`config.mk`:
```
export PLATFORM = sky130hd
export DESIGN_NAME = erase_sequencer
export DESIGN_NICKNAME = d
export VERILOG_FILES = /design/src/inc/erase_seq_pkg.sv /design/src/verilog/bus_writer.sv /design/src/verilog/erase_sequencer.sv
export SDC_FILE = /design/constraint.sdc
export NUM_CORES = 1
export LEC_CHECK = 0
export BUFFER_PORTS_ARGS = -buffer_cell sky130_fd_sc_hd__buf_2
export CELL_PAD_IN_SITES_DETAIL_PLACEMENT = 1
export CELL_PAD_IN_SITES_GLOBAL_PLACEMENT = 1
export CORE_MARGIN = 5
export CORE_UTILIZATION = 35
export DETAILED_ROUTE_END_ITERATION = 8
export GPL_TIMING_DRIVEN = 1
export MAX_ROUTING_LAYER = met4
export PLACE_DENSITY_LB_ADDON = 0.1
export SYNTH_ARGS = -nofsm -noshare
export SYNTH_HDL_FRONTEND = slang
export SYNTH_SLANG_ARGS = --single-unit
export TNS_END_PERCENT = 20
```
`constraint.sdc`:
```
create_clock -name clk -period 3.35 [get_ports clk]
set_input_delay 0.5025 -clock clk [delete_from_list [all_inputs] [get_ports clk]]
set_output_delay 0.5025 -clock clk [all_outputs]
set_load 0.01 [all_outputs]
```
`src/inc/erase_seq_pkg.sv`:
```
/*
 * Constants, command codes and state type for the bulk erase and erase-verify
 * sequencer that drives a byte-wide parallel flash through its pins.
 * Assumes a single 250 MHz clock and a synchronous active-high reset.
 */
// Overview of operation
// [RULE_01] First 20h write only arms erase; array untouched.
// [RULE_02] Second consecutive 20h write starts parallel erase at its rising strobe.
// [RULE_03] Second erase write carries no address; address bus is don't-care.
// [RULE_04] Host ends every erase pulse by writing A0h.
// [RULE_05] Erase happens only with program supply high and valid control pins.
// [RULE_06] Host ensures all bytes are 00h before erasing.
// [RULE_07] Host writes A0h with the byte address; its rising strobe ends erase.
// [RULE_08] Verify address captured at later falling edge of strobe or select.
// [RULE_09] Verify read returns FFh only when every bit is erased.
// [RULE_10] Host issues a fresh verify command per byte address.
// [RULE_11] Host steps bytes, stopping at a failing byte or the last one.
// [RULE_12] On failure host re-erases, then resumes at the failing address.
// [RULE_13] Verification starts at 0000h and climbs to the last address.
// [RULE_14] Host applies at most 1000 erase pulses per reprogram cycle.
// [RULE_15] Host waits 6 us after each verify command before reading.
// [RULE_16] Host times 10 ms from the second erase strobe before verify.
// [RULE_17] Device stop timer caps each erase pulse at 10 ms.
// [RULE_18] Verify is issued only after a chip erase.
// [RULE_19] After full verify host writes another command, such as FFh reset.
// [RULE_20] Without high program supply the command register holds read mode.
// [RULE_21] Writes need gate high, select and strobe low; data taken on strobe rise.
// [RULE_22] Verify-mode reads return the captured address data regardless of address.
// [RULE_23] Device holds its state until a new valid command; FFh returns to read.
package erase_seq_pkg;
    localparam logic [7:0]  CMD_ERASE     = 8'h20;
    localparam logic [7:0]  CMD_VERIFY    = 8'ha0;
    localparam logic [7:0]  CMD_RESET     = 8'hff;
    localparam logic [7:0]  ERASED_BYTE   = 8'hff;
    localparam int          CLK_MHZ       = 250;
    localparam int          PULSE_US      = 10000;
    localparam int          PULSE_CYC     = PULSE_US * CLK_MHZ;
    localparam int          SETTLE_US     = 6;
    localparam int          SETTLE_CYC    = SETTLE_US * CLK_MHZ;
    localparam int          MAX_PULSES    = 1000;
    localparam int          START_ADDR    = 0;
    localparam int          SETUP_CYC     = 2;
    localparam int          WE_LOW_CYC    = 4;
    localparam int          HOLD_CYC      = 2;
    localparam int          READ_CYC      = 4;
    localparam int          SUPPLY_RAMP_CYC = 256;
    typedef enum logic [3:0] {
        ST_IDLE, ST_RAMP, ST_SETUP_W, ST_ERASE_W, ST_PULSE, ST_VERIFY_W,
        ST_SETTLE, ST_READ, ST_CHECK, ST_RESET_W, ST_DONE, ST_FAIL
    } seq_state_t;
endpackage

```
`src/verilog/bus_writer.sv`:
```
/*
 * One flash bus cycle engine: a command write (strobe low pulse) or a byte read.
 * Assumes the flash pins are synchronous to clk and the flash meets the
 * configured setup, pulse and access counts.
 */
`timescale 1ns/1ps
module bus_writer
    import erase_seq_pkg::*;
#(
    parameter int AW = 15
) (
    input  wire logic          clk,
    input  wire logic          reset,
    input  wire logic          start,
    input  wire logic          is_read,
    input  wire logic [AW-1:0] addr_in,
    input  wire logic [7:0]    data_in,
    input  wire logic [7:0]    dq_in,
    output logic               busy_ff,
    output logic               done_ff,
    output logic [7:0]         rdata_ff,
    output logic [AW-1:0]      addr_ff,
    output logic [7:0]         dq_out_ff,
    output logic               dq_oe_ff,
    output logic               ce_n_ff,
    output logic               we_n_ff,
    output logic               oe_n_ff
);
    logic [3:0] cnt_ff;
    logic       rd_ff;

    // Phases: count through setup, active low, then hold.
    always_ff @(posedge clk) begin
        if (reset) begin
            busy_ff   <= 1'b0;
            done_ff   <= 1'b0;
            cnt_ff    <= 4'h0;
            rd_ff     <= 1'b0;
            addr_ff   <= '0;
            dq_out_ff <= 8'h00;
            dq_oe_ff  <= 1'b0;
            ce_n_ff   <= 1'b1;
            we_n_ff   <= 1'b1;
            oe_n_ff   <= 1'b1;
            rdata_ff  <= 8'h00;
        end else begin
            done_ff <= 1'b0;
            if (!busy_ff) begin
                if (start) begin
                    busy_ff   <= 1'b1;
                    rd_ff     <= is_read;
                    cnt_ff    <= 4'h0;
                    addr_ff   <= addr_in;
                    dq_out_ff <= data_in;
                    dq_oe_ff  <= !is_read;
                    ce_n_ff   <= 1'b0;
                    oe_n_ff   <= 1'b1;
                end
            end else begin
                cnt_ff <= cnt_ff + 4'h1;
                if (cnt_ff == 4'(SETUP_CYC)) begin
                    // Gate stays high for writes so the flash never drives against us.
                    if (rd_ff) begin
                        oe_n_ff <= 1'b0;
                    end else begin
                        we_n_ff <= 1'b0; // RULE_21
                    end
                end else if (cnt_ff == 4'(SETUP_CYC + WE_LOW_CYC)) begin
                    // Command data is taken by the flash on this rising strobe.
                    we_n_ff <= 1'b1; // RULE_21
                    if (rd_ff) begin
                        rdata_ff <= dq_in;
                        oe_n_ff  <= 1'b1;
                    end
                end else if (cnt_ff == 4'(SETUP_CYC + WE_LOW_CYC + HOLD_CYC)) begin
                    busy_ff  <= 1'b0;
                    done_ff  <= 1'b1;
                    dq_oe_ff <= 1'b0;
                    ce_n_ff  <= 1'b1;
                end
            end
        end
    end
endmodule

```
`src/verilog/erase_sequencer.sv`:
```
/*
 * Host-side sequencer for bulk erase and byte-by-byte erase verification of a
 * parallel flash. Drives chip select, write strobe, output gate, address and
 * data pins, and the program supply enable.
 * Assumes the array was already programmed to all zero bytes before start.
 */
`timescale 1ns/1ps
module erase_sequencer
    import erase_seq_pkg::*;
#(
    parameter int AW         = 15,
    parameter int PULSE_CNT  = PULSE_CYC,
    parameter int SETTLE_CNT = SETTLE_CYC,
    parameter int RAMP_CNT   = SUPPLY_RAMP_CYC,
    parameter int PULSE_MAX  = MAX_PULSES
) (
    input  wire logic          clk,
    input  wire logic          reset,
    input  wire logic          start,
    input  wire logic [7:0]    dq_in,
    output logic [AW-1:0]      addr_ff,
    output logic [7:0]         dq_out_ff,
    output logic               dq_oe_ff,
    output logic               ce_n_ff,
    output logic               we_n_ff,
    output logic               oe_n_ff,
    output logic               program_supply_high_ff,
    output logic               busy_ff,
    output logic               done_ff,
    output logic               fail_ff,
    output logic [9:0]         erase_pulse_tally_ff,
    output logic [AW-1:0]      fail_addr_ff
);
    localparam logic [AW-1:0] LAST_ADDR = '1;

    seq_state_t      state_ff;
    logic [AW-1:0]   vaddr_ff;
    logic [23:0]     timer_ff;
    logic            cyc_start_ff;
    logic            cyc_read_ff;
    logic [7:0]      cyc_data_ff;
    logic            bw_busy;
    logic            bw_done;
    logic [7:0]      bw_rdata;
    logic [AW-1:0]   bw_addr;
    logic [7:0]      bw_dq;
    logic            bw_oe;
    logic            bw_ce_n;
    logic            bw_we_n;
    logic            bw_oe_n;

    bus_writer #(.AW(AW)) u_bus (
        .clk       (clk),
        .reset     (reset),
        .start     (cyc_start_ff),
        .is_read   (cyc_read_ff),
        .addr_in   (vaddr_ff),
        .data_in   (cyc_data_ff),
        .dq_in     (dq_in),
        .busy_ff   (bw_busy),
        .done_ff   (bw_done),
        .rdata_ff  (bw_rdata),
        .addr_ff   (bw_addr),
        .dq_out_ff (bw_dq),
        .dq_oe_ff  (bw_oe),
        .ce_n_ff   (bw_ce_n),
        .we_n_ff   (bw_we_n),
        .oe_n_ff   (bw_oe_n)
    );

    // Pins are registered once more so every top output leaves a flip-flop.
    always_ff @(posedge clk) begin
        if (reset) begin
            addr_ff   <= '0;
            dq_out_ff <= 8'h00;
            dq_oe_ff  <= 1'b0;
            ce_n_ff   <= 1'b1;
            we_n_ff   <= 1'b1;
            oe_n_ff   <= 1'b1;
        end else begin
            addr_ff   <= bw_addr;
            dq_out_ff <= bw_dq;
            dq_oe_ff  <= bw_oe;
            ce_n_ff   <= bw_ce_n;
            we_n_ff   <= bw_we_n;
            oe_n_ff   <= bw_oe_n;
        end
    end

    // Sequencing of commands, timing and verify stepping.
    always_ff @(posedge clk) begin
        if (reset) begin
            state_ff               <= ST_IDLE;
            vaddr_ff               <= '0;
            timer_ff               <= 24'h000000;
            cyc_start_ff           <= 1'b0;
            cyc_read_ff            <= 1'b0;
            cyc_data_ff            <= 8'h00;
            program_supply_high_ff <= 1'b0;
            busy_ff                <= 1'b0;
            done_ff                <= 1'b0;
            fail_ff                <= 1'b0;
            erase_pulse_tally_ff   <= 10'h000;
            fail_addr_ff           <= '0;
        end else begin
            cyc_start_ff <= 1'b0;
            case (state_ff)
                ST_IDLE: begin
                    // The caller starts a run only once every byte has been programmed to 00h.
                    if (start) begin // RULE_06
                        busy_ff                <= 1'b1;
                        done_ff                <= 1'b0;
                        fail_ff                <= 1'b0;
                        vaddr_ff               <= AW'(START_ADDR); // RULE_13
                        erase_pulse_tally_ff   <= 10'h000;
                        program_supply_high_ff <= 1'b1; // RULE_05
                        timer_ff               <= 24'(RAMP_CNT);
                        state_ff               <= ST_RAMP;
                    end
                end
                ST_RAMP: begin
                    if (timer_ff != 24'h000000) begin
                        timer_ff <= timer_ff - 24'h000001;
                    end else begin
                        cyc_data_ff  <= CMD_ERASE; // RULE_01
                        cyc_read_ff  <= 1'b0;
                        cyc_start_ff <= 1'b1;
                        state_ff     <= ST_SETUP_W;
                    end
                end
                ST_SETUP_W: begin
                    if (bw_done) begin
                        // Second write carries the same code; address content does not matter.
                        cyc_data_ff  <= CMD_ERASE; // RULE_02 RULE_03 RULE_12
                        cyc_start_ff <= 1'b1;
                        state_ff     <= ST_ERASE_W;
                    end
                end
                ST_ERASE_W: begin
                    if (bw_done) begin
                        erase_pulse_tally_ff <= erase_pulse_tally_ff + 10'h001; // RULE_14
                        timer_ff             <= 24'(PULSE_CNT); // RULE_16
                        state_ff             <= ST_PULSE;
                    end
                end
                ST_PULSE: begin
                    if (timer_ff != 24'h000000) begin
                        timer_ff <= timer_ff - 24'h000001;
                    end else begin
                        // Verify follows each erase pulse and ends it; each later verify follows the previous verify.
                        cyc_data_ff  <= CMD_VERIFY; // RULE_04 RULE_07 RULE_18
                        cyc_start_ff <= 1'b1;
                        state_ff     <= ST_VERIFY_W;
                    end
                end
                ST_VERIFY_W: begin
                    if (bw_done) begin
                        timer_ff <= 24'(SETTLE_CNT); // RULE_15
                        state_ff <= ST_SETTLE;
                    end
                end
                ST_SETTLE: begin
                    if (timer_ff != 24'h000000) begin
                        timer_ff <= timer_ff - 24'h000001;
                    end else begin
                        cyc_read_ff  <= 1'b1;
                        cyc_start_ff <= 1'b1;
                        state_ff     <= ST_READ;
                    end
                end
                ST_READ: begin
                    if (bw_done) begin
                        cyc_read_ff <= 1'b0;
                        state_ff    <= ST_CHECK;
                    end
                end
                ST_CHECK: begin
                    cyc_start_ff <= 1'b1;
                    if (bw_rdata == ERASED_BYTE) begin
                        if (vaddr_ff == LAST_ADDR) begin // RULE_11
                            cyc_data_ff <= CMD_RESET; // RULE_19
                            state_ff    <= ST_RESET_W;
                        end else begin
                            // A new verify command goes out for every byte.
                            vaddr_ff    <= vaddr_ff + AW'(1); // RULE_10
                            cyc_data_ff <= CMD_VERIFY;
                            state_ff    <= ST_VERIFY_W;
                        end
                    end else if (erase_pulse_tally_ff >= 10'(PULSE_MAX)) begin // RULE_14
                        fail_ff      <= 1'b1;
                        fail_addr_ff <= vaddr_ff;
                        cyc_data_ff  <= CMD_RESET;
                        state_ff     <= ST_RESET_W;
                    end else begin
                        // Address is kept so verification resumes at the failing byte.
                        cyc_data_ff <= CMD_ERASE; // RULE_12
                        state_ff    <= ST_SETUP_W;
                    end
                end
                ST_RESET_W: begin
                    if (bw_done) begin
                        program_supply_high_ff <= 1'b0; // RULE_20
                        state_ff               <= fail_ff ? ST_FAIL : ST_DONE;
                    end
                end
                ST_DONE, ST_FAIL: begin
                    busy_ff  <= 1'b0;
                    done_ff  <= 1'b1;
                    state_ff <= ST_IDLE;
                end
                default: begin
                    state_ff <= ST_IDLE;
                end
            endcase
        end
    end
endmodule

```
==> metrics.md, run 1 <==
| Metric | Value |
|---|---|
| Status | `completed` |
| Post_cts resized | `0` |
| Register area | `2720 um^2` |
| CTS sink count | `136` |
| Crit path launch type | `register` |
| CTS clk-pin slew, worst paths | `0.06 ns` |
| Post-synthesis instance total | `727` |
| Arr. time, crit path | `2.85 ns` |
| Wirelength per Cell | `18.8 um` |
| Post-DP HPWL | `13,500 um` |
| Post-synth top area cell | `dfxtp_1` |
| Worst Min Path Start | `dq_in[7]` |
| I/O pins | `67` |
| Core Footprint | `17,900 um^2` |
| Final hold slack | `0.319 ns` |
| Min Tclk post-route | `2.54 ns` |
| TritonCTS clock tree | `built` |
| Fmax | `393 MHz` |
| Die height | `145 um` |
| Power density cells | `934 nW/um^2` |
| Num CTS Buffers | `17` |
| Gpl congestion | `0.888` |
| Number of buffers on the longest clock path | `2` |
| Synthesized cell area | `6340 um^2` |
| Max-slew violations | `0` |
| Mapped Nets | `745` |
| Largest net degree at the start of global routing | `86` |
| Seq/Total Area, Yosys | `43.0%` |
| Reg2reg end | `vaddr_ff[13]` |
| R2R depth | `5` |
| Post-synth top flop | `dfxtp_1` |
| # setup viols final | `0` |
| Routed Antenna Nets | `0` |
| Kind of critical path | `register to register` |
| Grt ovf | `0` |
| RSZ-0062 raised after global routing | `no` |
| Post-Place Worst Slack | `0.846 ns` |
| Final Non-Filler Cells | `1,015` |
| Mean number of vias per cell | `5.55` |
| Crit. End Element | `register` |
| EDFF count, synth | `0` |
| Final hold vios | `0` |
| First-pass GRT wire length | `31,200 um` |
| Post-Route WL | `19,100 um` |
| Initial Util | `35.4%` |
| Count of buffers from port buffering | `66` |
| Htree depth | `4` |
| CTS Root Cell | `clkbuf_16` |
| Flop2flop setup slack | `0.81 ns` |
| Via count of the first global-routing pass | `5,819` |
| Final WS setup | `0.807 ns` |
| Worst rel slew slack | `39.8%` |
| Post-CTS setup buffer count | `0` |
| Synth top area share | `43.0%` |
| Setup TNS | `0 ns` |
| Hold EP | `u_bus.rdata_ff[7]` |
| Share of cells above drive strength 1 | `18.8%` |
| P&R area growth vs syn | `17.6%` |
| DP Area | `6820 um^2` |
| Total GRT Usage | `19.4%` |
| Hold Buf Count CTS | `0` |
| Post-synth ARST share | `0%` |
| Syn avg cell area | `8.72 um^2` |
| WHS Path Cells | `3` |
| Leak | `2.92 nW` |
| Footprint of the multi-input gates | `3320 um^2` |
| Hold crit path type | `input port to register` |
| Iteration-0 DRC count of the detailed router | `315` |
| Synth Register Bits | `136` |
| Antenna diode count | `0` |
| Clock Skew | `0.00763 ns` |
| Worst Tran Pin Value | `0.903 ns` |
| Ys Warns | `0` |
| Reg2reg start | `state_ff[3]` |
| Max-Cap Viols | `0` |
| Die W | `145 um` |
| Antenna violations before repair | `0` |
| FP Rows | `49` |
| Fillers | `2,099` |
| Dominant cells by area after synthesis | `dfxtp_1 (43%), nor2_1 (4.7%), a21oi_1 (4.3%), nand2_1 (4.2%), mux2i_1 (3.9%)` |
| Routed vias | `5,631` |
| Biggest fanout along the worst timing path | `22` |
| Max IR drop VDD | `626 uV` |
| Die Area | `20,900 um^2` |
| # DRC | `0` |
| Final worst-path cycle share | `75.9%` |
| Unique masters post-synth | `84` |
| WP data required | `3.66 ns` |
| Final instance area | `7450 um^2` |
| Nets@finish | `792` |
| Skew-Pair Late Insertion Delay | `0.42 ns` |
| TritonRoute pass-1 iters | `4` |
| Inst Count DP | `984` |
[through the flow]
stage / total power, mW / util [%]
global placement: 4.89 / 38.1
CTS: 6.99 / 41.6
global route: 7.36 / 41.6
detailed placement: 4.94 / 38.1
floorplan: 4.12 / -
finish: 6.96 / 41.6
[area by class of cell]
cell class	count	area share, %
clock buffer	18	5.90
multi-input combinational	524	44.6
inverter	18	0.907
tap	229	3.85
clock inverter	13	2.60
timing repair buffer	77	5.58
sequential	136	36.5
[metal layers]
metal / GRT usage (%) / vias to the layer above / share of wire, %
met5: - / - / 0
met4: 6.19 / 0 / 1.6
met3: 3.67 / 20 / 4.2
met2: 29.3 / 102 / 45
met1: 26.3 / 2777 / 49
li1: - / 2732 / -
[sequential cells by signal, summed over array words and instances (netlist names), 3 cells and up]
signal                count
addr_ff                  15
cyc_data_ff               3
dq_out_ff                 3
erase_pulse_tally_ff     10
fail_addr_ff             15
state_ff                  4
timer_ff                 24
u_bus.addr_ff            15
u_bus.cnt_ff              4
u_bus.dq_out_ff           3
u_bus.rdata_ff            8
vaddr_ff                 15
[cells in the final DEF, fill, tap and decap left out, types with 10 or more instances in the layout]
master,n
a21oi_1,55
a31oi_1,16
buf_2,65
buf_4,12
clkbuf_16,17
dfxtp_1,136
inv_1,18
mux2i_1,25
nand2_1,71
nand3_1,30
nand4_1,10
nor2_1,79
nor2b_1,24
nor3_1,12
o21ai_0,18
o31ai_1,10
or3_1,11
xor2_1,10
[kinds of logic (layout without fill, tap and decap cells)]
family                   after synthesis  after routing  synth area share, %
flip-flops                           136            136                 43.0
XOR/XNOR                              10             10                 1.38
AO/OA/AOI/OAI                        185            185                 20.4
adder cells (fa/ha/maj)                7              7                 1.38
buffers and inverters                 67            126                 4.68
AND/OR/NAND/NOR                      297            297                 25.3
multiplexers                          25             25                 3.95
[where the power goes]
| part | switching, mW | internal (mW) | total, mW |
|---|---|---|---|
| sequential | 0.244 | 1.77 | 2.01 |
| clock | 0.757 | 1.27 | 2.03 |
| combinational | 1.95 | 0.965 | 2.91 |
[how the worst max path moves through the flow]
stage           startpoint      endpoint  slack [ns]  cells past startpoint
4_1_cts        state_ff[3]  vaddr_ff[11]        0.82                      5
5_1_grt        state_ff[3]  vaddr_ff[11]        0.65                      5
2_1_floorplan  timer_ff[0]  timer_ff[20]        1.42                      7
3_3_place_gp   state_ff[2]  timer_ff[16]        0.95                      5
6_report       state_ff[3]  vaddr_ff[13]        0.81                      5
3_5_place_dp   state_ff[3]  vaddr_ff[11]        0.85                      5
[synth_stat cells (5+ instances only)]
library cell and count:
or3_1 11, inv_1 18, xor2_1 10, nand2_1 71, a311oi_1 7, mux2i_1 25, buf_1 5, buf_2 9
nor2_1 79, and2_1 7, ha_1 7, dfxtp_1 136, o311ai_0 5, nand3_1 30, o31ai_1 10, buf_4 7
a31oi_1 16, o211ai_1 6, nor3_1 12, clkbuf_1 27, a21oi_1 55, a211oi_1 5, o21ai_0 18, or2_2 6
a211o_1 7, nor2b_1 24, nand4_1 10, nand2b_1 6, a221oi_1 5, o21a_1 6
[worst max-delay path, cell delays in order (launching register included)]
cell and delay [ns]:
dfxtp_1 0.80, nor4b_4 0.55, nand3_2 0.18, a21o_1 0.36, or3_1 0.40, o32ai_1 0.15
(Power assumes the default switching activity.)
==> run 2: changes to the inputs <==
==> constraint.sdc (replaced) <==
create_clock -name clk -period 2.5 [get_ports clk]
set_input_delay 0.375 -clock clk [delete_from_list [all_inputs] [get_ports clk]]
set_output_delay 0.375 -clock clk [all_outputs]
set_load 0.01 [all_outputs]
==> metrics.md, run 2 (synthesis gave the netlist of run 1 again) <==
| Metric | Value |
|---|---|
| Crit. End Element | `register (unchanged)` |
| WP data required | `2.79 ns (was 3.66 ns)` |
| Skew-Pair Late Insertion Delay | `0.42 ns (about the same)` |
| Number of buffers on the longest clock path | `2 (unchanged)` |
| TritonRoute pass-1 iters | `5 (was 4)` |
| Max IR drop VDD | `716 uV (was 626 uV)` |
| Max-Cap Viols | `0 (unchanged)` |
| Biggest fanout along the worst timing path | `7 (was 22)` |
| I/O pins | `67 (unchanged)` |
| Mean number of vias per cell | `5.53 (was 5.55)` |
| Gate power share | `45.1% (was 41.9%)` |
| Final worst-path cycle share | `92.2% (was 75.9%)` |
| Largest net degree at the start of global routing | `81 (was 86)` |
| P&R area growth vs syn | `20.0% (was 17.6%)` |
| Antenna violations before repair | `0 (unchanged)` |
| Crit path launch type | `register (unchanged)` |
| Post-DP HPWL | `14,000 um (was 13,500 um)` |
| Inst Count DP | `1,013 (was 984)` |
| Reg power frac | `28.4% (was 29.0%)` |
| RSZ-0062 raised after global routing | `no (unchanged)` |
| First-pass GRT wire length | `31,700 um (was 31,200 um)` |
| Core Footprint | `17,900 um^2 (unchanged)` |
| DP Area | `7030 um^2 (was 6820 um^2)` |
| # setup viols final | `0 (unchanged)` |
| Grt ovf | `0 (unchanged)` |
| Htree depth | `4 (unchanged)` |
| Antenna diode count | `0 (unchanged)` |
| Worst rel slew slack | `45.3% (was 39.8%)` |
| Share of cells above drive strength 1 | `21.6% (was 18.8%)` |
| Worst Tran Pin Value | `0.820 ns (was 0.903 ns)` |
| Initial Util | `35.4% (unchanged)` |
| Highest-count cells in the layout ignoring fill and taps | `dfxtp_1 (136), nor2_1 (79), nand2_1 (71), buf_2 (65), a21oi_1 (55) (unchanged)` |
| Final Non-Filler Cells | `1,045 (was 1,015)` |
| Met2 Use GR | `30.3% (was 29.3%)` |
| Commonest non-fill, non-tap cell in the layout | `dfxtp_1 (unchanged)` |
| Hold crit path type | `input port to register (unchanged)` |
| Power density cells | `1220 nW/um^2 (was 934 nW/um^2)` |
| FP Rows | `49 (unchanged)` |
| Clock Skew | `0.0130 ns (was 0.00763 ns)` |
| Total GRT Usage | `19.7% (was 19.4%)` |
| Post-Route WL | `19,300 um (was 19,100 um)` |
| TritonCTS clock tree | `built (unchanged)` |
| Kind of critical path | `register to register (unchanged)` |
| Int Power | `5.25 mW (was 4.01 mW)` |
| CTS Root Cell | `clkbuf_16 (unchanged)` |
| Routed vias | `5,784 (was 5,631)` |
| Switching part of the total | `43.2% (was 42.4%)` |
| # DRC | `0 (unchanged)` |
| Clock share of power | `26.5% (was 29.2%)` |
| Busiest grt layer | `met2 (unchanged)` |
| Count of buffers from port buffering | `66 (unchanged)` |
| Die Area | `20,900 um^2 (unchanged)` |
| Register name with the most flops | `timer_ff (unchanged)` |
| Final instance area | `7600 um^2 (was 7450 um^2)` |
| Post-CTS setup buffer count | `0 (unchanged)` |
| Die height | `145 um (unchanged)` |
| Arr. time, crit path | `2.59 ns (was 2.85 ns)` |
| Leak | `3.04 nW (was 2.92 nW)` |
| Max-slew violations | `0 (unchanged)` |
| Nets@finish | `821 (was 792)` |
| CTS clk-pin slew, worst paths | `0.06 ns (about the same)` |
| Min Tclk post-route | `2.30 ns (was 2.54 ns)` |
| Wirelength per Cell | `18.4 um (was 18.8 um)` |
| Met3 Use GR | `4.13% (was 3.67%)` |
| GR met1 Demand/Resource | `26.3% (about the same)` |
| Hold Buf Count CTS | `0 (unchanged)` |
| Psw | `3.99 mW (was 2.95 mW)` |
| Via count of the first global-routing pass | `5,924 (was 5,819)` |
| CTS sink count | `136 (unchanged)` |
| Routed Antenna Nets | `0 (unchanged)` |
| Num CTS Buffers | `17 (unchanged)` |
| Final Util | `42.5% (was 41.6%)` |
| Largest register FFs | `24 (unchanged)` |
| Final hold vios | `0 (unchanged)` |
| Status | `completed (unchanged)` |
| Post_cts resized | `0 (unchanged)` |
| Iteration-0 DRC count of the detailed router | `386 (was 315)` |
| Gpl congestion | `0.934 (was 0.888)` |
| Die W | `145 um (unchanged)` |
| Final hold slack | `0.189 ns (was 0.319 ns)` |
| Fmax | `434 MHz (was 393 MHz)` |
| Setup TNS | `0 ns (unchanged)` |
-- run 2: cell count changes in the layout (fill, tap and decap cells not counted), sizes merged --
cell      delta
clkbuf       +1
clkinv       +2
buf         +29
clkinvlp     -2
inv          +3
bufinv       -3
-- run 2: critical path, stage by stage, from the launching register on --
cell and delay, ns:
dfxtp_1 0.34, inv_1 0.09, ha_1 0.25, nor4b_2 0.33
nand4b_2 0.32, o21ai_2 0.35, a211o_1 0.34, o211ai_1 0.14
-- run 2: path summary, 6_finish.rpt --
check | startpoint | to | cells past startpoint | slack [ns]
hold reg to reg | u_bus.addr_ff[12] | u_bus.addr_ff[12] | 2 | 0.45
setup reg to reg | timer_ff[0] | timer_ff[21] | 7 | 0.20
setup / recovery | timer_ff[0] | timer_ff[21] | 7 | 0.20
hold / removal | dq_in[7] | u_bus.rdata_ff[7] | 3 | 0.19
-- run 2: layer usage --
layer,vias to the layer above,part of all wire [%]
li1,2791,-
met1,2817,47
met2,149,45
met3,27,5.7
met4,0,1.5
met5,-,0
-- run 2: power groups by stage --
stage | clock, mW | sequential [mW] | combinational (mW)
6_report | 2.45 | 2.63 | 4.16
5_1_grt | 2.62 | 2.66 | 4.51
4_1_cts | 2.52 | 2.63 | 4.12
3_5_place_dp | 0 | 2.67 | 4.08
3_3_place_gp | 0 | 2.66 | 4.00
2_1_floorplan | 0 | 2.59 | 2.93
-- run 2: cell type report --
cell class              count  area [um^2]
clock buffers              19          433
clock inverters            13          136
fillers                  2125        10300
inverters                  18         67.6
multi-input cells         524         3320
flip-flops and latches    136         2720
well taps                 229          287
repair buffers            106          633
-- run 2: through the flow --
step	setup slack [ns]	total power, mW
floorplan	0.570	5.52
global placement	0.345	6.66
detailed placement	0.268	6.75
CTS	0.201	9.27
global route	0.0434	9.79
finish	0.195	9.24
